`src/ps_pkg.sv`:
```
package ps_pkg;

  // ----------------------------------------------------------------
  // Widths and sizes
  // ----------------------------------------------------------------
  localparam int PC_W = 13;            // Program counter width
  localparam int IW_W = 16;            // Program memory word width
  localparam int LOWB_W = 8;           // Low program counter byte
  localparam int STACK_DEPTH = 16;     // Return stack levels
  localparam int NUM_IRQ = 6;          // Vectored interrupt sources
  localparam int STARTUP_CYCLES = 1024; // Start-up hold, system clocks
  localparam int PHASES = 4;           // System clocks per cycle

  // ----------------------------------------------------------------
  // Program memory entries
  // ----------------------------------------------------------------
  localparam logic [PC_W-1:0] VEC_RESET = 13'h0000;
  // Index 0 is the highest priority source
  localparam logic [NUM_IRQ-1:0][PC_W-1:0] VEC_TABLE = {
    13'h0018,  // Real time clock
    13'h0014,  // Time base
    13'h0010,  // Timer/event counter 1 overflow
    13'h000c,  // Timer/event counter 0 overflow
    13'h0008,  // External interrupt 1
    13'h0004   // External interrupt 0
  };
  localparam int IRQ_EXT0 = 0;
  localparam int IRQ_EXT1 = 1;
  localparam int IRQ_TMR0 = 2;
  localparam int IRQ_TMR1 = 3;
  localparam int IRQ_TBASE = 4;
  localparam int IRQ_RTC = 5;

  // ----------------------------------------------------------------
  // Register map (word index = byte address bits 3:2, bit 4 clear)
  // ----------------------------------------------------------------
  localparam int AXI_AW = 5;
  localparam logic [1:0] REG_LOWB = 2'h0;   // Byte address 0x00
  localparam logic [1:0] REG_INTEN = 2'h1;  // Byte address 0x04
  localparam logic [1:0] REG_STATUS = 2'h2; // Byte address 0x08
  localparam logic [1:0] REG_PEND = 2'h3;   // Byte address 0x0c
  localparam int INTEN_MASTER_BIT = 8;
  localparam int STAT_DEPTH_LSB = 16;
  localparam int STAT_FULL_BIT = 24;
  localparam int STAT_START_BIT = 25;
  localparam logic [NUM_IRQ-1:0] INTEN_RESET = 6'h00;
  localparam logic [1:0] RESP_OKAY = 2'h0;
  localparam logic [1:0] RESP_SLVERR = 2'h2;

  // ----------------------------------------------------------------
  // Instruction cycle phases
  // ----------------------------------------------------------------
  typedef enum logic [3:0] {
    PS_PH0 = 4'h1,
    PS_PH1 = 4'h2,
    PS_PH2 = 4'h4,
    PS_PH3 = 4'h8
  } ps_phase_t;

endpackage : ps_pkg

```
`src/ps_return_stack.sv`:
```
`timescale 1ns/1ps

module ps_return_stack
  import ps_pkg::*;
#(
  parameter int DEPTH = STACK_DEPTH,
  parameter int WIDTH = PC_W
)
(
  // Clock and reset
  input wire logic clk,
  input wire logic reset_n,
  // Push and pop requests, never both in one cycle
  input wire logic push,
  input wire logic pop,
  input wire logic [WIDTH-1:0] push_data,
  // Stack view
  output logic [WIDTH-1:0] top_data,
  output logic [$clog2(DEPTH):0] depth,
  output logic full
);

  localparam int PW = $clog2(DEPTH);

  // ----------------------------------------------------------------
  // Elaboration checks
  // ----------------------------------------------------------------
  if (DEPTH < 2 || (1 << PW) != DEPTH)
  begin : g_bad_depth
    $error("Return stack depth must be a power of two");
  end

  // ----------------------------------------------------------------
  // State
  // ----------------------------------------------------------------
  typedef struct packed {
    logic [DEPTH-1:0][WIDTH-1:0] mem; // Entries, circular
    logic [PW-1:0] ptr;               // Top entry index
    logic [PW:0] count;               // Levels in use
  } ps_stack_state_t;

  ps_stack_state_t s_reg;
  ps_stack_state_t s_next;

  // Circular storage: a push onto a full stack drops the oldest entry
  always_comb
  begin
    s_next = s_reg;
    if (push)
    begin
      s_next.ptr = s_reg.ptr + 1'b1;
      s_next.mem[s_next.ptr] = push_data;
      if (s_reg.count != (PW+1)'(DEPTH))
      begin
        s_next.count = s_reg.count + 1'b1;
      end
    end
    else if (pop && s_reg.count != '0)
    begin
      // Popping an empty stack is ignored and keeps the pointer
      s_next.ptr = s_reg.ptr - 1'b1;
      s_next.count = s_reg.count - 1'b1;
    end
  end

  // Register update
  always_ff @(posedge clk)
  begin
    if (!reset_n)
    begin
      s_reg <= '0;
    end
    else
    begin
      s_reg <= s_next;
    end
  end

  // Outputs come straight from the storage flops
  assign top_data = s_reg.mem[s_reg.ptr];
  assign depth = s_reg.count;
  assign full = (s_reg.count == (PW+1)'(DEPTH));
endmodule : ps_return_stack

```
`src/ps_sequencer.sv`:
```
`timescale 1ns/1ps

// Behaviour
// - Four system clocks per instruction cycle
// - Fetch overlaps execute; transfers add dummy cycle
// - Program counter is thirteen bits wide
// - Counter increments after each fetch
// - Taken skip discards prefetched word
// - Reset clears counter to zero
// - External interrupt 0 vectors to 004
// - External interrupt 1 vectors to 008
// - Timer 0 overflow vectors to 00c
// - Timer 1 overflow vectors to 010
// - Time base event vectors to 014
// - Real time clock vectors to 018
// - Low byte write jumps within page
// - Jump and call load instruction address
// - Return reloads counter from stack
// - Program memory is 8192 sixteen-bit words
// - Start-up timer holds execution 1024 clocks
// - Sixteen level stack; call/interrupt push, return pops
// - Full stack keeps request pending, unacknowledged

module ps_sequencer
  import ps_pkg::*;
#(
  parameter int STARTUP = STARTUP_CYCLES
)
(
  // Clock and reset
  input wire logic clk,
  input wire logic reset_n,
  // Program memory fetch port
  output logic mem_rd,
  output logic [PC_W-1:0] mem_addr,
  input wire logic [IW_W-1:0] mem_rdata,
  // Execute unit
  output logic [IW_W-1:0] instr_word,
  output logic instr_valid,
  output logic cycle_end,
  input wire logic ctl_jump,
  input wire logic ctl_call,
  input wire logic ctl_ret,
  input wire logic ctl_reti,
  input wire logic ctl_skip,
  input wire logic [PC_W-1:0] ctl_target,
  input wire logic wake_req,
  // Interrupt sources
  input wire logic ext_irq0_pin_n,
  input wire logic ext_irq1_pin_n,
  input wire logic tmr0_ovf,
  input wire logic tmr1_ovf,
  input wire logic time_base_evt,
  input wire logic rtc_evt,
  // AXI4-Lite slave
  input wire logic [AXI_AW-1:0] s_axi_awaddr,
  input wire logic s_axi_awvalid,
  output logic s_axi_awready,
  input wire logic [31:0] s_axi_wdata,
  input wire logic [3:0] s_axi_wstrb,
  input wire logic s_axi_wvalid,
  output logic s_axi_wready,
  output logic [1:0] s_axi_bresp,
  output logic s_axi_bvalid,
  input wire logic s_axi_bready,
  input wire logic [AXI_AW-1:0] s_axi_araddr,
  input wire logic s_axi_arvalid,
  output logic s_axi_arready,
  output logic [31:0] s_axi_rdata,
  output logic [1:0] s_axi_rresp,
  output logic s_axi_rvalid,
  input wire logic s_axi_rready
);

  localparam int CNT_W = $clog2(STARTUP + 1);
  localparam int DW = $clog2(STACK_DEPTH) + 1;

  // ----------------------------------------------------------------
  // Elaboration checks
  // ----------------------------------------------------------------
  if (STARTUP < 1)
  begin : g_bad_startup
    $error("Start-up hold must be at least one clock");
  end

  // ----------------------------------------------------------------
  // State
  // ----------------------------------------------------------------
  typedef struct packed {
    ps_phase_t phase;             // Phase within instruction cycle
    logic [CNT_W-1:0] start_cnt;  // Start-up clocks still to wait
    logic [PC_W-1:0] pc;          // Address fetched in this cycle
    logic [IW_W-1:0] ir;          // Word under execution
    logic ir_valid;               // Low marks a dummy cycle
    logic lowb_pend;              // Low byte write awaiting a boundary
    logic [LOWB_W-1:0] lowb_data; // Low byte value to load
    logic [NUM_IRQ-1:0] int_en;   // Per-source enables
    logic master_en;              // Global enable
    logic [NUM_IRQ-1:0] pending;  // Latched requests
    logic [1:0] irq_meta;         // Pin synchroniser, first stage
    logic [1:0] irq_sync;         // Pin synchroniser, second stage
    logic [1:0] irq_prev;         // Previous synchronised level
    logic aw_have;
    logic [AXI_AW-1:0] aw_addr;
    logic w_have;
    logic [31:0] w_data;
    logic [3:0] w_strb;
    logic bvalid;
    logic [1:0] bresp;
    logic rvalid;
    logic [31:0] rdata;
    logic [1:0] rresp;
  } ps_seq_state_t;

  ps_seq_state_t s_reg;
  ps_seq_state_t s_next;

  // Return stack view and control
  logic [PC_W-1:0] stack_top;
  logic [DW-1:0] stack_index;
  logic stack_full;
  logic push;
  logic pop;

  // Boundary decisions, also watched by the checks
  logic running;
  logic at_end;
  logic take_ret;
  logic take_jump;
  logic take_skip;
  logic take_lowb;
  logic take_ack;
  logic [NUM_IRQ-1:0] eff;
  logic [NUM_IRQ-1:0] ack_sel;
  logic [PC_W-1:0] ack_vec;

  // Decode a byte address: bit 2 is hit, bits 1:0 the word index
  function automatic logic [2:0] reg_decode(input logic [AXI_AW-1:0] a);
    reg_decode = {(a[AXI_AW-1] == 1'b0) && (a[1:0] == 2'b00), a[3:2]};
  endfunction : reg_decode

  // ----------------------------------------------------------------
  // Next-state logic
  // ----------------------------------------------------------------
  always_comb
  begin
    logic [2:0] dec;
    logic [NUM_IRQ-1:0] events;
    dec = '0;
    events = '0;
    s_next = s_reg;
    push = 1'b0;
    pop = 1'b0;
    take_ret = 1'b0;
    take_jump = 1'b0;
    take_skip = 1'b0;
    take_lowb = 1'b0;
    take_ack = 1'b0;
    ack_sel = '0;
    ack_vec = VEC_RESET;
    running = (s_reg.start_cnt == '0);
    at_end = running && (s_reg.phase == PS_PH3);

    // Pins are synchronised; a falling edge marks a request
    s_next.irq_meta = {ext_irq1_pin_n, ext_irq0_pin_n};
    s_next.irq_sync = s_reg.irq_meta;
    s_next.irq_prev = s_reg.irq_sync;
    events[IRQ_EXT0] = s_reg.irq_prev[0] && !s_reg.irq_sync[0];
    events[IRQ_EXT1] = s_reg.irq_prev[1] && !s_reg.irq_sync[1];
    events[IRQ_TMR0] = tmr0_ovf;
    events[IRQ_TMR1] = tmr1_ovf;
    events[IRQ_TBASE] = time_base_evt;
    events[IRQ_RTC] = rtc_evt;

    // Fixed priority: scan down so the lowest vector is kept
    eff = s_reg.pending & s_reg.int_en;
    for (int i = NUM_IRQ - 1; i >= 0; i--)
    begin
      if (eff[i])
      begin
        ack_sel = '0;
        ack_sel[i] = 1'b1;
        ack_vec = VEC_TABLE[i];
      end
    end

    // Start-up hold: phases and fetches stop while counting
    if (wake_req)
    begin
      s_next.start_cnt = CNT_W'(STARTUP);
      s_next.phase = PS_PH0;
    end
    else if (!running)
    begin
      s_next.start_cnt = s_reg.start_cnt - 1'b1;
    end
    else
    begin
      // Phase ring, one instruction cycle per turn
      unique case (s_reg.phase)
        PS_PH0: s_next.phase = PS_PH1;
        PS_PH1: s_next.phase = PS_PH2;
        PS_PH2: s_next.phase = PS_PH3;
        PS_PH3: s_next.phase = PS_PH0;
      endcase
    end

    // Instruction boundary: decide where the next fetch goes
    if (at_end && !wake_req)
    begin
      s_next.ir = mem_rdata;
      if (s_reg.ir_valid)
      begin
        // A dummy cycle ignores the execute unit entirely
        take_ret = ctl_ret;
        take_jump = !ctl_ret && (ctl_jump || ctl_call);
        take_skip = !ctl_ret && !ctl_jump && !ctl_call && ctl_skip;
        take_lowb = !ctl_ret && !ctl_jump && !ctl_call && !ctl_skip &&
                    s_reg.lowb_pend;
        // A full stack holds the request back until a return
        take_ack = !ctl_ret && !ctl_jump && !ctl_call && !ctl_skip &&
                   !s_reg.lowb_pend && s_reg.master_en && (eff != '0) &&
                   !stack_full;
      end
      s_next.pc = s_reg.pc + 1'b1;
      if (take_ret)
      begin
        s_next.pc = stack_top;
        pop = 1'b1;
        if (ctl_reti)
        begin
          s_next.master_en = 1'b1;
        end
      end
      else if (take_jump)
      begin
        s_next.pc = ctl_target;
        push = ctl_call;
      end
      else if (take_lowb)
      begin
        s_next.pc = {s_reg.pc[PC_W-1:LOWB_W], s_reg.lowb_data};
        s_next.lowb_pend = 1'b0;
      end
      else if (take_ack)
      begin
        // The prefetched word is dropped, so its address returns
        s_next.pc = ack_vec;
        push = 1'b1;
        s_next.master_en = 1'b0;
      end
      // Any change of flow turns the next cycle into a dummy
      s_next.ir_valid = !(take_ret || take_jump || take_skip ||
                          take_lowb || take_ack);
    end

    // Set wins over the clear by acknowledge
    s_next.pending = (s_reg.pending & ~(take_ack ? ack_sel : '0)) |
                     events;

    // Write channel: address and data accepted in either order
    if (s_axi_awvalid && s_axi_awready)
    begin
      s_next.aw_have = 1'b1;
      s_next.aw_addr = s_axi_awaddr;
    end
    if (s_axi_wvalid && s_axi_wready)
    begin
      s_next.w_have = 1'b1;
      s_next.w_data = s_axi_wdata;
      s_next.w_strb = s_axi_wstrb;
    end
    if (s_reg.bvalid && s_axi_bready)
    begin
      s_next.bvalid = 1'b0;
    end
    if (s_reg.aw_have && s_reg.w_have)
    begin
      dec = reg_decode(s_reg.aw_addr);
      s_next.aw_have = 1'b0;
      s_next.w_have = 1'b0;
      s_next.bvalid = 1'b1;
      s_next.bresp = dec[2] ? RESP_OKAY : RESP_SLVERR;
      if (dec[2] && dec[1:0] == REG_LOWB && s_reg.w_strb[0])
      begin
        // Newest write wins if one is still waiting
        s_next.lowb_pend = 1'b1;
        s_next.lowb_data = s_reg.w_data[LOWB_W-1:0];
      end
      if (dec[2] && dec[1:0] == REG_INTEN)
      begin
        if (s_reg.w_strb[0])
        begin
          s_next.int_en = s_reg.w_data[NUM_IRQ-1:0];
        end
        if (s_reg.w_strb[1])
        begin
          s_next.master_en = s_reg.w_data[INTEN_MASTER_BIT];
        end
      end
    end

    // Read channel: one read outstanding at a time
    if (s_reg.rvalid && s_axi_rready)
    begin
      s_next.rvalid = 1'b0;
    end
    if (s_axi_arvalid && s_axi_arready)
    begin
      dec = reg_decode(s_axi_araddr);
      s_next.rvalid = 1'b1;
      s_next.rdata = '0;
      s_next.rresp = dec[2] ? RESP_OKAY : RESP_SLVERR;
      if (dec[2])
      begin
        unique case (dec[1:0])
          REG_LOWB: s_next.rdata[LOWB_W-1:0] = s_reg.pc[LOWB_W-1:0];
          REG_INTEN:
          begin
            s_next.rdata[NUM_IRQ-1:0] = s_reg.int_en;
            s_next.rdata[INTEN_MASTER_BIT] = s_reg.master_en;
          end
          REG_STATUS:
          begin
            s_next.rdata[PC_W-1:0] = s_reg.pc;
            s_next.rdata[STAT_DEPTH_LSB +: DW] = stack_index;
            s_next.rdata[STAT_FULL_BIT] = stack_full;
            s_next.rdata[STAT_START_BIT] = !running;
          end
          REG_PEND: s_next.rdata[NUM_IRQ-1:0] = s_reg.pending;
        endcase
      end
    end
  end

  // ----------------------------------------------------------------
  // State register
  // ----------------------------------------------------------------
  always_ff @(posedge clk)
  begin
    if (!reset_n)
    begin
      s_reg <= '0;
      s_reg.phase <= PS_PH0;
      s_reg.start_cnt <= CNT_W'(STARTUP);
      s_reg.pc <= VEC_RESET;
      s_reg.int_en <= INTEN_RESET;
      s_reg.irq_meta <= 2'h3;
      s_reg.irq_sync <= 2'h3;
      s_reg.irq_prev <= 2'h3;
    end
    else
    begin
      s_reg <= s_next;
    end
  end

  // ----------------------------------------------------------------
  // Return stack
  // ----------------------------------------------------------------
  ps_return_stack #(
    .DEPTH(STACK_DEPTH),
    .WIDTH(PC_W)
  ) u_stack (
    .clk(clk),
    .reset_n(reset_n),
    .push(push),
    .pop(pop),
    .push_data(s_reg.pc),
    .top_data(stack_top),
    .depth(stack_index),
    .full(stack_full)
  );

  // ----------------------------------------------------------------
  // Outputs
  // ----------------------------------------------------------------
  assign mem_rd = running && (s_reg.phase == PS_PH0);
  assign mem_addr = s_reg.pc;
  assign instr_word = s_reg.ir;
  assign instr_valid = s_reg.ir_valid && running;
  assign cycle_end = at_end;
  assign s_axi_awready = !s_reg.aw_have && !s_reg.bvalid;
  assign s_axi_wready = !s_reg.w_have && !s_reg.bvalid;
  assign s_axi_bvalid = s_reg.bvalid;
  assign s_axi_bresp = s_reg.bresp;
  assign s_axi_arready = !s_reg.rvalid;
  assign s_axi_rvalid = s_reg.rvalid;
  assign s_axi_rdata = s_reg.rdata;
  assign s_axi_rresp = s_reg.rresp;
endmodule : ps_sequencer

```
`config.mk`:
```
export PLATFORM = sky130hd
export DESIGN_NAME = ps_sequencer
export DESIGN_NICKNAME = d
export VERILOG_FILES = /design/src/ps_pkg.sv /design/src/ps_return_stack.sv /design/src/ps_sequencer.sv
export SDC_FILE = /design/constraint.sdc
export NUM_CORES = 1
export LEC_CHECK = 0
export BUFFER_PORTS_ARGS = -buffer_cell sky130_fd_sc_hd__buf_2
export CAP_MARGIN = 10
export CORE_MARGIN = 2
export CORE_UTILIZATION = 49
export CTS_BUF_LIST = sky130_fd_sc_hd__clkbuf_4 sky130_fd_sc_hd__clkbuf_8 sky130_fd_sc_hd__clkbuf_16
export DETAILED_ROUTE_END_ITERATION = 6
export PLACE_DENSITY_LB_ADDON = 0.15
export SLEW_MARGIN = 25
export SYNTH_ARGS = -nofsm -noshare
export SYNTH_HDL_FRONTEND = slang
export SYNTH_HIERARCHICAL = 1
export SYNTH_SLANG_ARGS = --single-unit
export TNS_END_PERCENT = 5
```
`constraint.sdc`:
```
create_clock -name clk -period 4.4 [get_ports clk]
set_input_delay 0.44 -clock clk [delete_from_list [all_inputs] [get_ports clk]]
set_output_delay 0.44 -clock clk [all_outputs]
set_load 0.01 [all_outputs]
```
==> results of run 1 <==
per-layer routing:
metal	track usage (%)	share of wire, %
met4	6.581	2.0
met2	39.89	47
met5	0	0
met3	3.193	5.3
met1	32.48	46
Yosys cell counts, types with 17 or more instances:
cell / number
nand2_1: 389
dfxtp_1: 332
mux2i_1: 227
buf_4: 84
clkbuf_1: 79
nor2_1: 79
mux4_2: 53
a21oi_1: 52
a22oi_1: 28
o21ai_0: 27
a31oi_1: 23
and3_1: 20
inv_1: 18
nand3_1: 17
critical path: cells and delay by family, from the launching register on:
kind	cells	cell delay, ns
buffers and inverters	2	0.24
DFF	1	0.33
adders and majority gates	1	0.21
and+or+nand+nor	4	2.00
per-stage QoR:
step	hold WS [ns]	power [mW]
finish	0.1046	6.592
global route	0.1142	6.803
CTS	0.09806	6.651
detailed placement	0.3985	3.376
global placement	0.3921	3.373
floorplan	0.3863	3.304
report_power, final:
part | leakage [nW] | internal, mW | total, mW | switching [mW]
logic | 3.57 | 0.0918 | 0.248 | 0.156
clock network | 0.657 | 2.03 | 3.28 | 1.25
registers | 2.68 | 3.04 | 3.07 | 0.0299
total | 6.91 | 5.16 | 6.59 | 1.43
area by class of cell:
class / instances / area [sq um] / area share (%)
inverter: 18 / 67.56 / 0.3903
tap: 402 / 503.0 / 2.905
clock inverter: 10 / 178.9 / 1.034
clock buffer: 56 / 1136 / 6.563
timing repair buffer: 154 / 847.1 / 4.893
sequential: 332 / 6653 / 38.43
multi-input combinational: 1129 / 7926 / 45.79
final timing paths:
| path | startpoint | slack [ns] | to | depth (start not counted) |
|---|---|---|---|---|
| worst max register to register | u_stack/depth[0]$_SDFFE_PN0P_ | 0.81 | u_stack/depth[4]$_SDFFE_PN0P_ | 12 |
| worst min register to register | s_next[84]$_SDFF_PN1_ | 0.41 | s_next[82]$_SDFF_PN1_ | 1 |
| worst max-delay path | s_reg[139]$_SDFFE_PP0P_ | 0.67 | mem_rd | 7 |
| worst min-delay path | ext_irq1_pin_n | 0.10 | s_next[84]$_SDFF_PN1_ | 2 |
logic make-up (layout without fill, tap and decap cells):
group,after synthesis,count (layout)
fa+ha+maj,17,17
other cells,1,14
compound gates,191,191
simple gates,605,605
buf+inv,203,238
flops,332,332
mux,280,280
xor+xnor,22,22
==> results_dict.tcl, run 1 <==
set metrics [dict create \
    final_common_cell "nand2_1" \
    grt_pass1_wl_microns 63210 \
    synth_compound_area_share_pct 8.319 \
    yosysWarnings 6 \
    arrival_ns 3.29 \
    period_share_pct 84.83 \
    final_nets 1783 \
    core.rowCount 65 \
    cp_slowest_cell "or4b_1" \
    tns_ns 0 \
    synthTopCellsByArea "dfxtp_1 42%, mux2i_1 15%, nand2_1 9.3%, mux4_2 7.6%, buf_4 4.0%" \
    grt_max_degree 121 \
    critPathMaxStageDelay_ns 0.89 \
    clk_pin_slew_ns 0.06 \
    synth_area_per_cell_sq_um 9.474 \
    drc 0 \
    max_freq_ghz 0.2679 \
    finalCriticalPeriod_ns 3.733 \
    n_fill_cell 2889 \
    worst_slew_pin_slew_ns 0.8884 \
    ios 167 \
    setup_viol 0 \
    final_antenna_net_count 0 \
    finalHoldViolations 0 \
    drt_iter0_markers 787 \
    synth_largest_area_cell "dfxtp_1" \
    finalClockSkew_ns 0.02554 \
    maxCapViolations 0 \
    largest_reg_flops 212 \
    drt-vias-per-instance 5.618 \
    synthMuxAreaShare_pct 22.16 \
    drt_wl_total_microns 39990 \
    area_growth_pct 10.68 \
    synth-main-ff-cell "dfxtp_1" \
    h-tree-depth 2 \
    cts_root_buf "clkbuf_16" \
    synth_cells 1651 \
    synth-seq-cells 332 \
    cts_made_buffers 37 \
    clock_sinks 332 \
    cts_hold_buf 0 \
    startpoint_type "flop" \
    synth_top_family_by_area "multiplexers" \
    relSlewSlack_pct 40.77 \
    wl_per_cell_microns 19.03 \
    layout_common_cells "389 x nand2_1, 329 x dfxtp_1, 227 x mux2i_1" \
    placed_area_sq_um 15990 \
    clk_path_buf_depth 3 \
    worstPathRequired_ns 3.96 \
    io_buffers 127 \
    final_cells 2101 \
    grt_pass1_vias 11420 \
    synth_seq_area_share_pct 42.49 \
    path_cells "inv_1 > ha_1 > or4b_4 > or4b_1 > nor3_1 > nor3b_1 > buf_2" \
    ys_async_sr_fraction_pct 0 \
    grt_remaining_overflow 0 \
    start_util_pct 49.70 \
    rsz0062_at_grt "no" \
    critical_path_class "flop to output pin" \
    drive_gt1_share_pct 18.36 \
    dr.pass1.iters 7 \
    grtUsageTotal_pct 23.86 \
    status "finished, final reports clean" \
    core_sq_um 31470 \
    vdd_drop_max_v 0.0002451 \
    final_area_sq_um 17310 \
    synthDominantCellAreaShare_pct 42.49 \
    synthAdderAreaFrac_pct 1.408 \
    antenna_found_initial 0 \
    place_ws_ns 0.7710 \
    cp_max_fo 16 \
    pwr_density_cell_nw_per_um2 380.8 \
    ctsResizeCount 0 \
    cts_setup_buffers 0 \
    fp.dieH_microns 182.7 \
    finalCoreUtilization_pct 55.00 \
    dp_hpwl_microns 26220 \
    detailroute.via_count 11800 \
    die_w_microns 182.7 \
    cts_tree "built" \
    synthXorXnorAreaFrac_pct 1.232 \
    maxSlewViolCount 0 \
    synth_area_sq_um 15640 \
    synthSimpleGateAreaFrac_pct 17.09 \
    fin_ws_ns 0.6675 \
    die_area_sq_um 33370 \
    finalWeightedCongestion 0.8702 \
    num_antenna_cells 0 \
    insertion_delay_ns 0.53 \
    synth_cell_types 75 \
    place_inst 2035 \
    worst_hold_path_type "input port to flop" \
    synth_edf_count 0 \
    endpoint_kind "output pin" \
    p_leak_nw 6.911 \
]
(Power assumes the default switching activity.)
==> inputs of run 2 (changes only) <==
- clock period: 4.4 -> 3.65 ns (I/O delays scaled with it)
==> run 2 against run 1 <==
  * Sequential power rose by 21%
  * Critical path depth rose by 5
  * Flip-flop and latch count did not move
  * Utilization rose by 0.44 points
  * Non-clock buffer count rose by 21
  * Die area did not move
  * Worst hold slack got worse by 0.073 ns
  * Critical endpoint is now u_stack/depth[4]$_SDFFE_PN0P_
  * Largest cell class unchanged
  * Largest power group unchanged
==> results_dict.tcl, run 2 (same netlist as run 1, synthesis figures left out) <==
set metrics [dict create \
    status "finished, final reports clean" \
    swShare_pct 21.90 \
    pwr_density_cell_nw_per_um2 448.4 \
    final_common_cell "nand2_1" \
    grt_max_degree 136 \
    grt_pass1_wl_microns 63070 \
    path_cells "nor4_1 > and2_1 > or3b_2 > a2111oi_1 > a21oi_1 > nor3_2 > inv_1 > fa_1 > a21o_1 > a21oi_1 > mux4_2 > and2_1" \
    critical_path_class "flop to flop" \
    cts_root_buf "clkbuf_16" \
    p_leak_nw 6.999 \
    core_sq_um 31470 \
    wl_per_cell_microns 18.99 \
    worst_slew_pin_slew_ns 0.9023 \
    finalHoldViolations 0 \
    clockPowerShare_pct 48.9 \
    maxCapViolations 0 \
    endpoint_kind "flop" \
    ios 167 \
    drc 0 \
    cts_hold_buf 0 \
    detailroute.via_count 11890 \
    finalCriticalPeriod_ns 3.360 \
    critPathMaxStageDelay_ns 0.47 \
    area_growth_pct 11.56 \
    clk_path_buf_depth 3 \
    clk_pin_slew_ns 0.06 \
    arrival_ns 3.76 \
    total_power_mw 7.824 \
    drt_iter0_markers 956 \
    n_fill_cell 2886 \
    setup_viol 0 \
    num_antenna_cells 0 \
    placed_area_sq_um 16180 \
    critPathTopFamily "simple AND/OR/NAND/NOR gates" \
    core.rowCount 65 \
    largest_reg_flops 212 \
    cts_made_buffers 37 \
    switchingPower_mw 1.714 \
    finalWeightedCongestion 0.8626 \
    dp_hpwl_microns 26850 \
    worstPathRequired_ns 4.05 \
    startpoint_type "flop" \
    final_area_sq_um 17450 \
    die_w_microns 182.7 \
    critPathBufInv 1 \
    vdd_drop_max_v 0.0003962 \
    cts_setup_buffers 0 \
    final_nets 1804 \
    clock_sinks 332 \
    maxSlewViolCount 0 \
    p_comb_share_pct 3.8 \
    fp.dieH_microns 182.7 \
    cts_tree "built" \
    grt_pass1_vias 11270 \
    finalCoreUtilization_pct 55.44 \
    cp_max_fo 4 \
    relSlewSlack_pct 39.84 \
    antenna_found_initial 0 \
    period_share_pct 92.04 \
    worst_hold_path_type "input port to flop" \
    seqCellArea_sq_um 6653 \
    start_util_pct 49.70 \
    max_freq_ghz 0.2977 \
    multiInputGateArea_sq_um 7921 \
    h-tree-depth 2 \
    finalClockSkew_ns 0.01700 \
    rsz0062_at_grt "no" \
    power.internal_mw 6.110 \
    insertion_delay_ns 0.52 \
    power_frac_seq_pct 47.3 \
    grtUsageTotal_pct 23.87 \
    io_buffers 127 \
    drt-vias-per-instance 5.605 \
    die_area_sq_um 33370 \
    dr.pass1.iters 5 \
    final_antenna_net_count 0 \
    grt_remaining_overflow 0 \
    layout_common_cells "389 x nand2_1, 329 x dfxtp_1, 227 x mux2i_1" \
    drive_gt1_share_pct 19.37 \
    drt_wl_total_microns 40270 \
    tns_ns 0 \
    cp_slowest_cell "or3b_2" \
]
[run 2: cell count changes in the layout (fill, tap and decap cells not counted), moves of 3 or more]
cell,before,now
buf_12,0,3
clkbuf_4,10,7
clkinv_2,3,7
buf_4,27,45
[run 2: final cells by class]
class	instances	share of cell area (%)
Timing Repair Buffer	175	5.973
Multi-Input combinational cell	1129	45.40
Sequential cell	332	38.13
Clock inverter	12	0.8533
Inverter	18	0.3872
Tap cell	402	2.883
Clock buffer	53	6.382
[run 2: worst reg2reg max path, cell delays in order, from the launching register on]
cell       delay, ns
dfxtp_1         0.34
nor4_1          0.07
and2_1          0.20
or3b_2          0.47
a2111oi_1       0.43
a21oi_1         0.12
nor3_2          0.23
inv_1           0.16
fa_1            0.47
a21o_1          0.17
a21oi_1         0.15
mux4_2          0.30
and2_1          0.16
[run 2: what timing repair did]
| action | CTS | global route |
|---|---|---|
| gates resized for setup | 0 | 1 |
| setup endpoints to repair | 0 | 1 |
| endpoints found under the hold margin | 0 | 0 |
[run 2: power groups by stage]
stage                     Combinational [mW]  Clock [mW]  Sequential, mW
after CTS                              0.299        3.92            3.70
after global routing                   0.333        4.06            3.70
after global placement                 0.296           0            3.77
after floorplan                        0.216           0            3.77
final                                  0.299        3.83            3.70
after detailed placement               0.297           0            3.78
[run 2: metal layers]
layer / track usage [%] / wire length, microns / vias up
met2: 39.35 / 18650 / 383
li1: - / - / 5720
met5: 0 / 0 / -
met3: 2.874 / 2506 / 60
met4: 7.290 / 1037 / 0
met1: 32.89 / 18080 / 5726
[run 2: path summary, 6_finish.rpt]
path / start / to / slack (ns) / cells past startpoint
worst min register to register: s_next[84]$_SDFF_PN1_ / s_next[82]$_SDFF_PN1_ / 0.40 / 1
worst max register to register: u_stack/depth[2]$_SDFFE_PN0P_ / u_stack/depth[4]$_SDFFE_PN0P_ / 0.29 / 12
worst max-delay path: u_stack/depth[2]$_SDFFE_PN0P_ / u_stack/depth[4]$_SDFFE_PN0P_ / 0.29 / 12
worst min-delay path: ext_irq1_pin_n / s_next[84]$_SDFF_PN1_ / 0.03 / 2
[run 2: through the flow]
step                      setup slack [ns]  std cells  hold WS (ns)
after global routing               0.04087       2121       0.03971
after CTS                          0.02791       2121       0.02166
after detailed placement            0.2633       2056        0.3957
after floorplan                     0.1244       1664        0.3863
after global placement              0.3257       2056        0.3922
final                               0.2905       2121       0.03178
==> inputs of run 3 (changes only) <==
- ABC_AREA: default -> 1
- CORE_UTILIZATION: 49 -> 45
- TNS_END_PERCENT: 5 -> default
==> run 3 against run 2 <==
  * Count of clock-buffer cells in the layout grew 7
  * Utilization shrank 5.4 points
  * Sequential share of layout area shrank 4.7 points
  * Highest routed layer is now met5
  * Flip-flop and latch count is the same
  * Critical endpoint is now u_stack/s_reg[35]$_SDFFE_PN0P_
  * Clock power grew 4%
  * Cell area grew 14%
==> results_dict.tcl, run 3 <==
set metrics [dict create \
    critPathMaxStageDelay_ns 0.53 \
    drt_iter0_markers 1367 \
    path_cells "nor2_1 > nand3_1 > inv_1 > inv_1 > nand3_1 > nor2_1 > nand2_1 > inv_1 > a21oi_1 > nor2_1 > buf_4 > nand2_1 > inv_2 > nand2_1 > nand2_1 > inv_1 > nor2_1" \
    dp_hpwl_microns 34410 \
    detailroute.via_count 17120 \
    finalHoldViolations 0 \
    antenna_found_initial 2 \
    drc 0 \
    critPathTopFamily "simple AND/OR/NAND/NOR gates" \
    synth_area_per_cell_sq_um 6.257 \
    vdd_drop_max_v 0.0003797 \
    clock_sinks 332 \
    max_freq_ghz 0.2952 \
    finalClockSkew_ns 0.01025 \
    area_growth_pct 9.705 \
    clk_path_buf_depth 3 \
    synth_cell_types 43 \
    dr.pass1.iters 5 \
    grt_max_degree 91 \
    insertion_delay_ns 0.55 \
    finalCriticalPeriod_ns 3.388 \
    cts_hold_buf 2 \
    layout_common_cells "688 x nand2_1, 499 x inv_1, 351 x nor2_1" \
    grt_pass1_wl_microns 84590 \
    critical_path_class "flop to flop" \
    cts_tree "built" \
    die_w_microns 204.8 \
    finalWeightedCongestion 0.8591 \
    synth_most_common_cell "nand2_1" \
    rsz0062_at_grt "no" \
    io_buffers 127 \
    num_antenna_cells 0 \
    period_share_pct 92.81 \
    core.rowCount 73 \
    grtUsageTotal_pct 25.54 \
    cts_made_buffers 39 \
    grt_pass1_vias 15870 \
    core_sq_um 39730 \
    startpoint_type "flop" \
    final_nets 2996 \
    cp_slowest_cell "nand2_1" \
    place_ws_ns 0.4000 \
    synthDominantCellAreaShare_pct 36.64 \
    p_leak_nw 9.173 \
    synthTopCellsByArea "dfxtp_1 37%, nand2_1 14%, inv_1 10%, nand3_1 9.3%, nor2_1 7.3%" \
    drive_gt1_share_pct 10.37 \
    synth_largest_area_cell "dfxtp_1" \
    worst_hold_path_type "input port to flop" \
    fin_ws_ns 0.2623 \
    cts_root_buf "clkbuf_16" \
    synth_cells 2899 \
    largest_reg_flops 212 \
    final_antenna_net_count 0 \
    drt-vias-per-instance 4.981 \
    cts_setup_buffers 0 \
    grt_remaining_overflow 0 \
    critPathBufInv 6 \
    synth_area_sq_um 18140 \
    synth-seq-cells 332 \
    die_area_sq_um 41930 \
    synth_edf_count 0 \
    start_util_pct 45.66 \
    synth_seq_area_share_pct 36.64 \
    ctsResizeCount 0 \
    fp.dieH_microns 204.8 \
    maxCapViolations 0 \
    worstPathRequired_ns 4.13 \
    drt_wl_total_microns 53790 \
    pwr_density_cell_nw_per_um2 404.9 \
    relSlewSlack_pct 38.20 \
    final_common_cell "nand2_1" \
    clk_pin_slew_ns 0.06 \
    synth-main-ff-cell "dfxtp_1" \
    total_power_mw 8.057 \
    h-tree-depth 2 \
    tns_ns 0 \
    setup_viol 0 \
    worst_slew_pin_slew_ns 0.9259 \
    yosys-top-cells-count "688 x nand2_1, 504 x inv_1, 353 x nor2_1" \
    ys_async_sr_fraction_pct 0 \
    wl_per_cell_microns 15.65 \
    cp_max_fo 20 \
    maxSlewViolCount 0 \
    yosysWarnings 6 \
    status "finished, final reports clean" \
    endpoint_kind "flop" \
    ios 167 \
    arrival_ns 3.87 \
]
[run 3: cell count changes after synthesis, moves of 38 or more]
cell,before,now
nand2_1,389,688
mux2i_1,227,0
a21oi_1,52,154
o21ai_0,27,124
inv_1,18,504
o211ai_1,3,41
buf_2,12,54
nor2_1,79,353
mux4_2,53,0
nand3_1,17,338
buf_1,4,58
[run 3: area by class of cell]
cell class,instances,area (sq um)
multi-input combinational,1822,8305
sequential,332,6651
inverter,517,1941
fill,4089,19830
clock buffer,60,1219
clock inverter,7,85.08
tap,525,656.9
timing repair buffer,173,1042
[run 3: path summary, 6_finish.rpt]
kind,slack (ns),cells after the start,start,end
hold / removal,0.05,3,rtc_evt,s_reg[92]$_SDFF_PN0_
hold reg to reg,0.41,1,s_next[84]$_SDFF_PN1_,s_next[82]$_SDFF_PN1_
setup / recovery,0.26,17,u_stack/depth[0]$_SDFFE_PN0P_,u_stack/s_reg[35]$_SDFFE_PN0P_
setup reg to reg,0.26,17,u_stack/depth[0]$_SDFFE_PN0P_,u_stack/s_reg[35]$_SDFFE_PN0P_
[run 3: worst reg2reg max path: stages (launching register included)]
cell	delay [ns]
dfxtp_1	0.43
nor2_1	0.10
nand3_1	0.12
inv_1	0.08
inv_1	0.12
nand3_1	0.08
nor2_1	0.17
nand2_1	0.09
inv_1	0.14
a21oi_1	0.07
nor2_1	0.31
buf_4	0.25
nand2_1	0.08
inv_2	0.40
nand2_1	0.53
nand2_1	0.18
inv_1	0.05
nor2_1	0.11
[run 3: per-stage QoR]
step	instance area, sq um	utilization (%)	hold slack, ns	std cells
final	19900	50.09	0.04913	3436
after global routing	19900	50.09	0.04948	3436
after global placement	18580	46.75	0.3977	3367
after CTS	19900	50.09	0.02087	3436
after floorplan	18190	-	0.3917	2912
after detailed placement	18580	46.75	0.3996	3367
[run 3: metal layers]
layer	global-route usage, %	wire length (microns)	vias to the layer above
li1	-	-	8753
met1	32.32	23350	7753
met2	42.15	24750	484
met3	4.645	3476	121
met4	11.72	2188	4
met5	0	21	-
[run 3: cell families (layout without fill, tap and decap cells)]
logic type	count (synthesis)	in the layout	share of synthesized area (%)
and+or+nand+nor	1443	1443	33.49
DFF	332	332	36.64
other	1	14	0.02067
xor gates and xnor gates	12	12	0.5794
adders and majority gates	17	17	1.214
AOI/OAI and AO/OA	336	336	10.08
buffers and inverters	758	757	17.98
[run 3: report_power, final]
part           total, mW  switching (mW)  internal, mW
combinational      0.367           0.238         0.129
sequential          3.70          0.0305          3.67
clock               3.99            1.56          2.43
